File: src/rtl/tdp_map.vh
`ifndef TDP_MAP_VH
`define TDP_MAP_VH
// tap state codes, standard controller numbering
`define TDP_ST_EXIT2_DR   4'h0
`define TDP_ST_EXIT1_DR   4'h1
`define TDP_ST_SHIFT_DR   4'h2
`define TDP_ST_PAUSE_DR   4'h3
`define TDP_ST_SEL_IR     4'h4
`define TDP_ST_UPD_DR     4'h5
`define TDP_ST_CAP_DR     4'h6
`define TDP_ST_SEL_DR     4'h7
`define TDP_ST_EXIT2_IR   4'h8
`define TDP_ST_EXIT1_IR   4'h9
`define TDP_ST_SHIFT_IR   4'hA
`define TDP_ST_PAUSE_IR   4'hB
`define TDP_ST_IDLE       4'hC
`define TDP_ST_UPD_IR     4'hD
`define TDP_ST_CAP_IR     4'hE
`define TDP_ST_RESET      4'hF
// instruction codes
`define TDP_INS_SCAN_N    4'h2
`define TDP_INS_INTEST    4'hC
`define TDP_INS_TRISTATE_INSTR_ACTIVE     4'h7
`define TDP_INS_BYPASS    4'hF
`define TDP_INS_EXTEST    4'h0
// reset values
`define TDP_IR_RST        4'hF
`define TDP_SC_RST        4'h0
`endif

File: src/rtl/tdp_port.v
`timescale 1ns/10ps
// Overview of operation
// - instruction output follows loaded instruction, updated on falling test clock in update-dr
// - scan chain number output updated on falling test clock in update-dr
// - tap state output changes on rising test clock
// - tristate indicator high while high-impedance instruction is loaded
// - external scan reset high in reset state or while test reset low
// - two non-overlapping phase clocks follow high and low test clock phases
// - serial data sent to external chain, returned data muxed onto test output
// - output enable low exactly while test output is driven
// - test reset low resets tap state, instruction, chain select and test output, but not the shift registers
// - breakpoint marks access; fetch halts only if it reaches execute
// - breakpointed data access halts after current instruction completes
// - receive-full flag high while receive buffer holds unread data
// - transmit-empty flag high while transmit buffer is empty
// - debug acknowledge high in debug state, low otherwise
// - debug enable low blocks breakpoint and request, forces acknowledge low
// - debug request halts after current instruction completes
// - two external condition inputs qualify watchpoint matching
// - range outputs follow watch unit match regardless of enable bits
`include "tdp_map.vh"
module tdp_port #(
  parameter SC_W = 4
) (
  input  wire            clk,
  input  wire            rst_b,
  input  wire            test_clock_in,
  input  wire            test_mode_select_in,
  input  wire            test_serial_in,
  input  wire            test_reset_n,
  output reg             test_serial_out,
  output reg             test_out_enable_n,
  output reg  [3:0]      tap_instr_out,
  output reg  [SC_W-1:0] scan_chain_select_out,
  output reg  [3:0]      tap_state_out,
  output reg             tristate_instr_active,
  output reg             ext_scan_reset_out,
  output reg             test_clk_high_phase,
  output reg             test_clk_low_phase,
  output reg             ext_chain_serial_out,
  input  wire            ext_chain_serial_return,
  input  wire            breakpoint_in,
  input  wire            debug_entry_request,
  input  wire            debug_features_enable,
  input  wire [1:0]      ext_condition_in,
  input  wire            instr_fetch,
  input  wire            access_valid,
  input  wire            instr_execute,
  input  wire            instr_complete,
  input  wire            debug_exit,
  input  wire            comms_rx_write,
  input  wire            comms_rx_read,
  input  wire            comms_tx_write,
  input  wire            comms_tx_read,
  input  wire [1:0]      watch_hit,
  input  wire [1:0]      watch_ext_care,
  input  wire [1:0]      watch_ext_value,
  output reg             debug_state_ack,
  output reg             comms_receive_full,
  output reg             comms_transmit_empty,
  output reg  [1:0]      watch_unit_match,
  output reg             core_halt_req
);

  // reset release
  reg rst_m_r, rst_s_r;
  always @(posedge clk or negedge rst_b) begin
    if (!rst_b) begin
      rst_m_r <= 1'b0;
      rst_s_r <= 1'b0;
    end else begin
      rst_m_r <= 1'b1;
      rst_s_r <= rst_m_r;
    end
  end
  wire rst_n = rst_s_r;

  // pin synchronisers
  reg [6:0] sy_m_r, sy_s_r;
  wire [6:0] sy_in = {test_clock_in, test_mode_select_in, test_serial_in, test_reset_n,
                      ext_chain_serial_return, breakpoint_in, debug_entry_request};
  always @(posedge clk or negedge rst_n) begin
    if (!rst_n) begin
      sy_m_r <= 7'h00;
      sy_s_r <= 7'h00;
    end else begin
      sy_m_r <= sy_in;
      sy_s_r <= sy_m_r;
    end
  end
  wire tck_s  = sy_s_r[6];
  wire tms_s  = sy_s_r[5];
  wire tdi_s  = sy_s_r[4];
  wire trst_s = sy_s_r[3];
  wire ret_s  = sy_s_r[2];
  wire bkpt_s = sy_s_r[1];
  wire dreq_s = sy_s_r[0];
  reg [1:0] den_m_r, den_s_r;
  always @(posedge clk or negedge rst_n) begin
    if (!rst_n) begin
      den_m_r <= 2'b00;
      den_s_r <= 2'b00;
    end else begin
      den_m_r <= {debug_features_enable, 1'b0};
      den_s_r <= den_m_r;
    end
  end
  wire den_s = den_s_r[1];

  // test clock edges
  reg tck_d_r;
  always @(posedge clk or negedge rst_n) begin
    if (!rst_n)
      tck_d_r <= 1'b0;
    else
      tck_d_r <= tck_s;
  end
  wire tck_rise = tck_s & ~tck_d_r;
  wire tck_fall = ~tck_s & tck_d_r;

  // tap state machine
  reg  [3:0] st_r;
  reg  [3:0] st_nxt;
  always @* begin
    case (st_r)
      `TDP_ST_RESET:    st_nxt = tms_s ? `TDP_ST_RESET    : `TDP_ST_IDLE;
      `TDP_ST_IDLE:     st_nxt = tms_s ? `TDP_ST_SEL_DR   : `TDP_ST_IDLE;
      `TDP_ST_SEL_DR:   st_nxt = tms_s ? `TDP_ST_SEL_IR   : `TDP_ST_CAP_DR;
      `TDP_ST_CAP_DR:   st_nxt = tms_s ? `TDP_ST_EXIT1_DR : `TDP_ST_SHIFT_DR;
      `TDP_ST_SHIFT_DR: st_nxt = tms_s ? `TDP_ST_EXIT1_DR : `TDP_ST_SHIFT_DR;
      `TDP_ST_EXIT1_DR: st_nxt = tms_s ? `TDP_ST_UPD_DR   : `TDP_ST_PAUSE_DR;
      `TDP_ST_PAUSE_DR: st_nxt = tms_s ? `TDP_ST_EXIT2_DR : `TDP_ST_PAUSE_DR;
      `TDP_ST_EXIT2_DR: st_nxt = tms_s ? `TDP_ST_UPD_DR   : `TDP_ST_SHIFT_DR;
      `TDP_ST_UPD_DR:   st_nxt = tms_s ? `TDP_ST_SEL_DR   : `TDP_ST_IDLE;
      `TDP_ST_SEL_IR:   st_nxt = tms_s ? `TDP_ST_RESET    : `TDP_ST_CAP_IR;
      `TDP_ST_CAP_IR:   st_nxt = tms_s ? `TDP_ST_EXIT1_IR : `TDP_ST_SHIFT_IR;
      `TDP_ST_SHIFT_IR: st_nxt = tms_s ? `TDP_ST_EXIT1_IR : `TDP_ST_SHIFT_IR;
      `TDP_ST_EXIT1_IR: st_nxt = tms_s ? `TDP_ST_UPD_IR   : `TDP_ST_PAUSE_IR;
      `TDP_ST_PAUSE_IR: st_nxt = tms_s ? `TDP_ST_EXIT2_IR : `TDP_ST_PAUSE_IR;
      `TDP_ST_EXIT2_IR: st_nxt = tms_s ? `TDP_ST_UPD_IR   : `TDP_ST_SHIFT_IR;
      `TDP_ST_UPD_IR:   st_nxt = tms_s ? `TDP_ST_SEL_DR   : `TDP_ST_IDLE;
      default:          st_nxt = `TDP_ST_RESET;
    endcase
  end

  // shift registers, instruction and chain select
  reg [3:0]      ir_sh_r, ir_r;
  reg [SC_W-1:0] sc_sh_r, sc_r;
  reg            byp_r;
  wire jtag_rst = ~trst_s;
  wire scan_n   = (ir_r == `TDP_INS_SCAN_N);
  wire ext_sel  = (ir_r == `TDP_INS_EXTEST) | (ir_r == `TDP_INS_INTEST);
  always @(posedge clk or negedge rst_n) begin
    if (!rst_n) begin
      st_r    <= `TDP_ST_RESET;
      ir_sh_r <= 4'h0;
      ir_r    <= `TDP_IR_RST;
      sc_sh_r <= {SC_W{1'b0}};
      sc_r    <= {SC_W{1'b0}};
      byp_r   <= 1'b0;
    end else if (jtag_rst) begin
      st_r    <= `TDP_ST_RESET;
      ir_r    <= `TDP_IR_RST;
      sc_r    <= {SC_W{1'b0}};
    end else begin
      if (tck_rise) begin
        st_r <= st_nxt;
        if (st_r == `TDP_ST_RESET)
          ir_r <= `TDP_IR_RST;
        if (st_r == `TDP_ST_CAP_IR)
          ir_sh_r <= 4'h1;
        if (st_r == `TDP_ST_SHIFT_IR)
          ir_sh_r <= {tdi_s, ir_sh_r[3:1]};
        if (st_r == `TDP_ST_SHIFT_DR) begin
          byp_r <= tdi_s;
          if (scan_n)
            sc_sh_r <= {tdi_s, sc_sh_r[SC_W-1:1]};
        end
      end
      // update on the falling test clock edge
      if (tck_fall && st_r == `TDP_ST_UPD_IR)
        ir_r <= ir_sh_r;
      if (tck_fall && st_r == `TDP_ST_UPD_DR && scan_n)
        sc_r <= sc_sh_r;
    end
  end

  // tap side outputs
  wire shifting = (st_r == `TDP_ST_SHIFT_DR) | (st_r == `TDP_ST_SHIFT_IR);
  // serial source select: instruction, chain number, external chain or bypass
  // the external chain is only looked at for the boundary instructions
  reg  tdo_nxt;
  always @* begin
    if (st_r == `TDP_ST_SHIFT_IR)
      tdo_nxt = ir_sh_r[0];
    else if (scan_n)
      tdo_nxt = sc_sh_r[0];
    else if (ext_sel)
      tdo_nxt = ret_s;
    else
      tdo_nxt = byp_r;
  end
  always @(posedge clk or negedge rst_n) begin
    if (!rst_n) begin
      tap_state_out         <= `TDP_ST_RESET;
      tap_instr_out         <= `TDP_IR_RST;
      scan_chain_select_out <= {SC_W{1'b0}};
      tristate_instr_active <= 1'b0;
      ext_scan_reset_out    <= 1'b1;
      ext_chain_serial_out  <= 1'b0;
    end else begin
      tap_state_out         <= st_r;
      scan_chain_select_out <= sc_r;
      tristate_instr_active <= (ir_r == `TDP_INS_TRISTATE_INSTR_ACTIVE);
      ext_scan_reset_out    <= (st_r == `TDP_ST_RESET) | jtag_rst;
      ext_chain_serial_out  <= tdi_s;
      // exported instruction moves only on the update-dr fall or on test reset
      if (jtag_rst)
        tap_instr_out <= `TDP_IR_RST;
      else if (tck_fall && st_r == `TDP_ST_UPD_DR)
        tap_instr_out <= ir_r;
    end
  end

  // phase clocks, both low for one cycle around each test clock edge
  always @(posedge clk or negedge rst_n) begin
    if (!rst_n) begin
      test_clk_high_phase <= 1'b0;
      test_clk_low_phase  <= 1'b0;
    end else begin
      test_clk_high_phase <= tck_s & tck_d_r;
      test_clk_low_phase  <= ~tck_s & ~tck_d_r;
    end
  end

  // serial output and its enable, changed on the falling test clock
  always @(posedge clk or negedge rst_n) begin
    if (!rst_n) begin
      test_serial_out   <= 1'b0;
      test_out_enable_n <= 1'b1;
    end else if (jtag_rst) begin
      test_serial_out   <= 1'b0;
      test_out_enable_n <= 1'b1;
    end else if (tck_fall) begin
      test_serial_out   <= shifting ? tdo_nxt : 1'b0;
      test_out_enable_n <= ~shifting;
    end
  end

  // debug entry: gated requests and pending breakpoints
  wire bkpt_g = bkpt_s & den_s;
  wire dreq_g = dreq_s & den_s;
  reg  fetch_mark_r, data_mark_r, dbg_r;
  // halt causes, each already gated by debug enable
  wire fetch_hit  = fetch_mark_r & instr_execute;
  wire data_hit   = data_mark_r & instr_complete;
  wire req_hit    = dreq_g & instr_complete;
  wire halt_cause = fetch_hit | data_hit | req_hit;
  always @(posedge clk or negedge rst_n) begin
    if (!rst_n) begin
      fetch_mark_r <= 1'b0;
      data_mark_r  <= 1'b0;
      dbg_r        <= 1'b0;
    end else begin
      // fetch mark is held until the next execute, which clears it
      if (bkpt_g && access_valid && instr_fetch)
        fetch_mark_r <= 1'b1;
      else if (instr_execute)
        fetch_mark_r <= 1'b0;
      if (bkpt_g && access_valid && !instr_fetch)
        data_mark_r <= 1'b1;
      else if (instr_complete)
        data_mark_r <= 1'b0;
      if (!den_s)
        dbg_r <= 1'b0;
      else if (halt_cause)
        dbg_r <= 1'b1;
      else if (debug_exit)
        dbg_r <= 1'b0;
    end
  end

  // comms flags and watch match, set wins over clear
  reg rx_full_r, tx_full_r;
  // next flag values, a write with a read in one cycle sets the flag
  wire rx_full_nxt = comms_rx_write | (rx_full_r & ~comms_rx_read);
  wire tx_full_nxt = comms_tx_write | (tx_full_r & ~comms_tx_read);
  always @(posedge clk or negedge rst_n) begin
    if (!rst_n) begin
      rx_full_r <= 1'b0;
      tx_full_r <= 1'b0;
    end else begin
      rx_full_r <= rx_full_nxt;
      tx_full_r <= tx_full_nxt;
    end
  end

  // watch match, one slice per unit, no enable bit involved
  wire [1:0] watch_q;
  genvar wu;
  generate
    for (wu = 0; wu < 2; wu = wu + 1) begin : g_watch
      // care bit set and a differing condition masks the hit
      wire cond_miss = watch_ext_care[wu] & (ext_condition_in[wu] ^ watch_ext_value[wu]);
      assign watch_q[wu] = watch_hit[wu] & ~cond_miss;
    end
  endgenerate

  always @(posedge clk or negedge rst_n) begin
    if (!rst_n) begin
      debug_state_ack      <= 1'b0;
      comms_receive_full   <= 1'b0;
      comms_transmit_empty <= 1'b1;
      watch_unit_match     <= 2'b00;
      core_halt_req        <= 1'b0;
    end else begin
      debug_state_ack      <= dbg_r & den_s;
      core_halt_req        <= dbg_r & den_s;
      comms_receive_full   <= rx_full_r;
      comms_transmit_empty <= ~tx_full_r;
      watch_unit_match     <= watch_q;
    end
  end

endmodule

File: config.mk
export PLATFORM = sky130hd
export DESIGN_NAME = tdp_port
export DESIGN_NICKNAME = d
export VERILOG_FILES = /design/src/rtl/tdp_port.v
export VERILOG_INCLUDE_DIRS = /design/src /design/src/rtl
export SDC_FILE = /design/constraint.sdc
export NUM_CORES = 1
export LEC_CHECK = 0
export ABC_CLOCK_PERIOD_IN_PS = 4080
export BUFFER_PORTS_ARGS = -buffer_cell sky130_fd_sc_hd__buf_2
export CORE_MARGIN = 4
export CORE_UTILIZATION = 29
export CTS_BUF_LIST = sky130_fd_sc_hd__clkbuf_8
export DETAILED_ROUTE_END_ITERATION = 16
export MAX_ROUTING_LAYER = met4
export SYNTH_ARGS = -nofsm -noshare
export SYNTH_HDL_FRONTEND = slang
export SYNTH_SLANG_ARGS = --single-unit
File: constraint.sdc
create_clock -name clk -period 4.08 [get_ports clk]
set_input_delay 0.408 -clock clk [delete_from_list [all_inputs] [get_ports clk]]
set_output_delay 0.408 -clock clk [all_outputs]
set_load 0.05 [all_outputs]
==> results.json, run 1 <==
{
  "area_delta_synth_final_pct": 23.5,
  "min_period_ns": 2.07,
  "cts_tree": "built",
  "avgSynthCellArea_sq_um": 13.4,
  "grt_max_degree": 46,
  "die_area_sq_mm": 0.0104,
  "wl_per_cell_microns": 13.3,
  "grt_pass1_vias": 1699,
  "fin_tns_setup_ns": 0,
  "gp_congestion": 0.880,
  "met2WireLength_mm": 2.21,
  "fin_crit_sh": 0.507,
  "fin_skew_ns": 0.00973,
  "cts.clk_slew.worst_paths_ns": 0.08,
  "clock_path_buffers": 2,
  "antenna_found_initial": 0,
  "ir_worst_vdd_uv": 157,
  "tightest_slew_ns": 0.946,
  "critPathArrivalTime_ns": 2.31,
  "ios": 52,
  "critPathKind": "reg -> reg",
  "cp.required_ns": 4.32,
  "drc": 0,
  "io_buffers": 51,
  "drt-pass1-iter-count": 4,
  "synth_area_leaders": "dfrtp_1 (49%), dfstp_2 (19%), mux2_4 (2.3%)",
  "cts.sink_count": 69,
  "synth_seq_cells": 69,
  "synth_cells": 192,
  "reg2reg_from": "sy_s_r[6]$_DFF_PN0_",
  "outcome": "finished, final reports clean",
  "wl_met3_microns": 248,
  "top_layer_used": "met4",
  "grt_pass1_wl_mm": 8.08,
  "h-tree-depth": 3,
  "dp_cells": 344,
  "rsz0062_at_grt": "no",
  "clk_latency_ns": 0.33,
  "rows": 34,
  "final_cells": 361,
  "cap_violations": 0,
  "utilization": 0.365,
  "finalNetCount": 275,
  "grt_usage": 0.104,
  "yosysUniqueCellTypes": 48,
  "syn_area_sq_mm": 0.00257,
  "vias": 1649,
  "hold_path_class": "in -> reg",
  "dr.first_iter.drc_count": 55,
  "die_y_microns": 102,
  "cts_buffers": 9,
  "critPathLaunchType": "register",
  "drt.antenna.violating_nets": 0,
  "synth_nets": 219,
  "die_w_microns": 102,
  "place_hpwl_mm": 3.35,
  "timing.critical_path.from": "sy_s_r[6]$_DFF_PN0_",
  "synth_ff_type": "dfrtp_1",
  "fmax_mhz": 484,
  "p_leak_nw": 1.50,
  "post_drt_via_cell_ratio": 4.57,
  "num_antenna_cells": 0,
  "p_per_area_mw_per_mm2": 489,
  "wl_met1_mm": 2.25,
  "gr-total-overflow": 0,
  "synth_area_leader_cell": "dfrtp_1",
  "synth_top_area_frac": 0.487,
  "power_w": 0.00155,
  "end_kind": "register",
  "start_util": 0.296,
  "ys.warnings.count": 0,
  "cts_root_buf": "clkbuf_8",
  "hp-start": "debug_features_enable",
  "async_reset_ff_frac": 1.00,
  "setup_slack_ns": 2.01,
  "slew_violations": 0,
  "routed_wirelength_mm": 4.79,
  "synth_edf_count": 0,
  "slew_headroom": 0.369,
  "final_layout_size_suffix_gt1_frac": 0.391,
  "worstPathMaxFanout": 11,
  "core_area_sq_mm": 0.00868,
  "hold_violations": 0,
  "cts_resized": 0,
  "pre_cts_slack_ns": 2.03,
  "yosysSeqAreaShare": 0.681,
  "largest_registers": "sy_m_r (7), sy_s_r (7)",
  "finalSetupViolCount": 0
}
[cells in the final DEF, fill, tap and decap left out, types with 2 or more instances in the layout]
master      count
buf_2          51
dfrtp_1        49
dfstp_2        19
nand2_1        15
clkbuf_8       11
inv_1           9
nand3_1         8
o21ai_0         8
nor2b_1         6
mux2i_1         5
o22a_1          5
a21boi_0        4
mux2_4          4
o22ai_1         4
and2_1          3
nor2_1          3
o211ai_1        3
a22o_1          3
clkinvlp_4      3
xor2_1          2
nor3_1          2
nand4_1         2
nand2b_1        2
a221oi_1        2
mux2_2          2
bufinv_16       2
[power breakdown]
group	switching [W]	internal [W]	total [W]
registers	0.0000461	0.000732	0.000778
clock network	0.000252	0.000377	0.000630
logic	0.0000928	0.0000510	0.000144
[through the flow]
step / hold slack, ns / cell area, sq um
after CTS: 0.150 / 3170
after global placement: 0.194 / 2930
after floorplan: 0.112 / 2570
final: 0.176 / 3170
after global routing: 0.152 / 3170
after detailed placement: 0.197 / 2930
[synthesized netlist by cell type, drive strengths merged, types with 2 or more instances]
master  number
o21ai        8
mux2i        5
nor3         3
nand4        2
o22ai        4
buf          4
nor2b        7
a21boi       4
nand2b       2
o22a         5
xor2         2
a22o         3
a221oi       2
clkbuf       4
and2         3
nand3        9
dfrtp       50
inv          9
dfstp       19
nand2       15
nor2         3
mux2         6
o211ai       3
[critical path, cell delays in order (launching register included)]
cell       delay [ns]
dfrtp_1          0.42
nor2b_1          0.56
o2111ai_1        0.26
or4b_2           0.65
o221ai_1         0.09
[path summary, 6_finish.rpt]
check / to / slack (ns) / cells past startpoint
max: test_serial_out$_DFFE_PN0P_ / 2.01 / 4
min: den_m_r[1]$_DFF_PN0_ / 0.18 / 1
max reg2reg: test_serial_out$_DFFE_PN0P_ / 2.01 / 4
min reg2reg: sy_s_r[3]$_DFF_PN0_ / 0.35 / 0
max in group asynchronous: ir_r[1]$_DFFE_PN1P_ / 2.75 / 1
min in group asynchronous: rst_m_r$_DFF_PN0_ / 0.38 / 2
[logic make-up (layout without fill, tap and decap cells)]
group | count (synthesis) | in the layout | share of synthesized area
AND/OR/NAND/NOR | 51 | 51 | 0.115
buffers and inverters | 18 | 79 | 0.0302
XOR/XNOR | 2 | 2 | 0.00682
multiplexers | 11 | 11 | 0.0516
flip-flops | 69 | 69 | 0.681
other | 1 | 1 | 0.00146
AO/OA/AOI/OAI | 40 | 40 | 0.114
[what timing repair did]
action / CTS / global route
hold buffers: 1 / 0
endpoints found under the hold margin: 2 / 0
buffers inserted: 0 / 0
[routing by layer]
layer  vias up  global-route usage
li1        790                   -
met1       821               0.137
met2        33               0.146
met3         5              0.0239
met4         0              0.0605
met5         -                   -
[cell type report]
| type | count | area (sq um) |
|---|---|---|
| Sequential cell | 69 | 1750 |
| Inverter | 10 | 37.5 |
| Timing Repair Buffer | 53 | 273 |
| Tap cell | 108 | 135 |
| Multi-Input combinational cell | 105 | 741 |
| Clock buffer | 11 | 151 |
| Fill cell | 871 | 5510 |
| Clock inverter | 5 | 82.6 |
Note: power is estimated with default switching activity, not from simulation.
==> run 2: changes to the inputs <==
--- a/config.mk
+++ b/config.mk
@@ -6,7 +6,7 @@
 export SDC_FILE = /design/constraint.sdc
 export NUM_CORES = 1
 export LEC_CHECK = 0
-export ABC_CLOCK_PERIOD_IN_PS = 4080
+export ABC_CLOCK_PERIOD_IN_PS = 1800
 export BUFFER_PORTS_ARGS = -buffer_cell sky130_fd_sc_hd__buf_2
 export CORE_MARGIN = 4
 export CORE_UTILIZATION = 29
==> constraint.sdc (replaced) <==
create_clock -name clk -period 1.8 [get_ports clk]
set_input_delay 0.18 -clock clk [delete_from_list [all_inputs] [get_ports clk]]
set_output_delay 0.18 -clock clk [all_outputs]
set_load 0.05 [all_outputs]
==> run 2 against run 1 <==
  * Sequential power rose by 120%
  * Non-clock buffer count rose by 23
  * Clock power up 120%
  * Routed wire length increased by 5.3%
  * Power increased by 130%
  * Sequential share of layout area is 3.5 points lower
  * Largest cell class unchanged
==> results.json, run 2 (same netlist as run 1, synthesis figures left out) <==
{
  "outcome": "finished, final reports clean",
  "drt.antenna.violating_nets": 0,
  "p_per_area_mw_per_mm2": 1050,
  "clk_latency_ns": 0.33,
  "cp.required_ns": 2.04,
  "cts_root_buf": "clkbuf_8",
  "power_w": 0.00355,
  "cts.sink_count": 69,
  "ff2ff_path_depth": 5,
  "rows": 34,
  "multi_input_comb_area_sq_um": 751,
  "ios": 52,
  "setup_slack_ns": 0.0321,
  "gp_congestion": 0.879,
  "antenna_found_initial": 0,
  "finalNetCount": 298,
  "hold_path_depth": 2,
  "cts_tree": "built",
  "fmax_mhz": 566,
  "ff_latch_area_sq_mm": 0.00175,
  "num_antenna_cells": 0,
  "routed_wirelength_mm": 5.04,
  "p_leak_nw": 1.62,
  "rsz0062_at_grt": "no",
  "post_drt_via_cell_ratio": 4.54,
  "pre_cts_slack_ns": 0.0155,
  "final_common_cell": "buf_2",
  "grt_pass1_wl_mm": 8.25,
  "wl_per_cell_microns": 13.1,
  "h-tree-depth": 3,
  "fillerInstances": 845,
  "final_layout_size_suffix_gt1_frac": 0.413,
  "dp_cells": 358,
  "die_y_microns": 102,
  "fin_tns_setup_ns": 0,
  "min_period_ns": 1.77,
  "clock_path_buffers": 2,
  "cts_buffers": 9,
  "layout_common_cells": "buf_2 (51), dfrtp_1 (49), dfstp_2 (19)",
  "finalSetupViolCount": 0,
  "worstPathMaxFanout": 5,
  "drc": 0,
  "reg2reg_from": "st_r[1]$_DFFE_PN1P_",
  "grt_pass1_vias": 1716,
  "holdPathEnd": "rx_full_r$_DFF_PN0_",
  "cts.clk_slew.worst_paths_ns": 0.07,
  "io_buffers": 51,
  "ir_worst_vdd_uv": 321,
  "grt_usage": 0.109,
  "critPathLaunchType": "register",
  "largest_registers": "sy_m_r (7), sy_s_r (7)",
  "end_kind": "register",
  "final_cells": 384,
  "die_w_microns": 102,
  "fin_crit_sh": 0.982,
  "critPathArrivalTime_ns": 2.01,
  "vias": 1744,
  "r2r-end": "test_serial_out$_DFFE_PN0P_",
  "hold_violations": 0,
  "core_area_sq_mm": 0.00868,
  "hp-start": "comms_rx_write",
  "slew_violations": 0,
  "place_hpwl_mm": 3.55,
  "dr.first_iter.drc_count": 37,
  "hold_path_class": "in -> reg",
  "fin_skew_ns": 0.00678,
  "cap_violations": 0,
  "drt-pass1-iter-count": 4,
  "die_area_sq_mm": 0.0104,
  "area_delta_synth_final_pct": 31.8,
  "critPathKind": "reg -> reg",
  "rrSetupSlack_ns": 0.03,
  "start_util": 0.296,
  "gr-total-overflow": 0,
  "grt_max_degree": 54
}
==> run 2: cell count changes in the layout (fill, tap and decap cells not counted), moves of 2 or more <==
cell           before  now
buf_4               1   13
clkinv_2            0    2
clkinvlp_4          3    0
dlygate4sd3_1       1   10
==> run 2: metal layers <==
layer	GRT usage	vias up	share of wire
met3	0.0334	10	0.060
met5	-	-	0
li1	-	837	-
met1	0.141	842	0.46
met4	0.0575	0	0.019
met2	0.154	55	0.46
==> run 2: critical path, cell delays in order (launching register included) <==
cell and delay, ns:
dfstp_2 0.54, nor2b_4 0.16, buf_6 0.12, o2111ai_2 0.12, or4b_2 0.63, o221ai_1 0.10
==> run 2: final cells by class <==
cell class,instances,area share
clock buffer,11,0.0447
clock inverter,5,0.0218
multi-input combinational,105,0.222
inverter,10,0.0111
timing repair buffer,76,0.143
tap,108,0.0399
sequential,69,0.518
==> run 2: report_power, final <==
part	leakage, nW	total [W]	switching, W	internal (W)
Combinational	0.671	0.000409	0.000249	0.000160
Clock	0.121	0.00140	0.000549	0.000846
Sequential	0.832	0.00174	0.0000827	0.00166
==> run 2: stage by stage <==
stage                     utilization  area, sq um  hold slack [ns]
final                           0.390         3380           0.0220
after CTS                       0.388         3370         0.000243
after floorplan                     -         2570           -0.116
after global placement          0.351         3050          -0.0333
after global routing            0.390         3380          0.00815
after detailed placement        0.351         3050          -0.0329
==> run 2: how the worst max path moves through the flow <==
stage | startpoint | endpoint | slack (ns)
after detailed placement | st_r[1]$_DFFE_PN1P_ | test_serial_out$_DFFE_PN0P_ | 0.02
final | st_r[1]$_DFFE_PN1P_ | test_serial_out$_DFFE_PN0P_ | 0.03
after global routing | st_r[1]$_DFFE_PN1P_ | test_serial_out$_DFFE_PN0P_ | 0.005
after floorplan | st_r[1]$_DFFE_PN1P_ | sc_sh_r[0]$_DFFE_PN0P_ | 0.006
after global placement | st_r[1]$_DFFE_PN1P_ | sc_sh_r[3]$_DFFE_PN0P_ | 0.06
after CTS | st_r[1]$_DFFE_PN1P_ | test_serial_out$_DFFE_PN0P_ | 0.006
==> run 2: timing repair <==
| item | CTS | global route |
|---|---|---|
| setup endpoints to repair | 0 | 5 |
| hold buffers | 10 | 0 |
| hold endpoints to repair | 11 | 0 |
| gates resized for setup | 0 | 3 |
| buffers inserted | 0 | 0 |
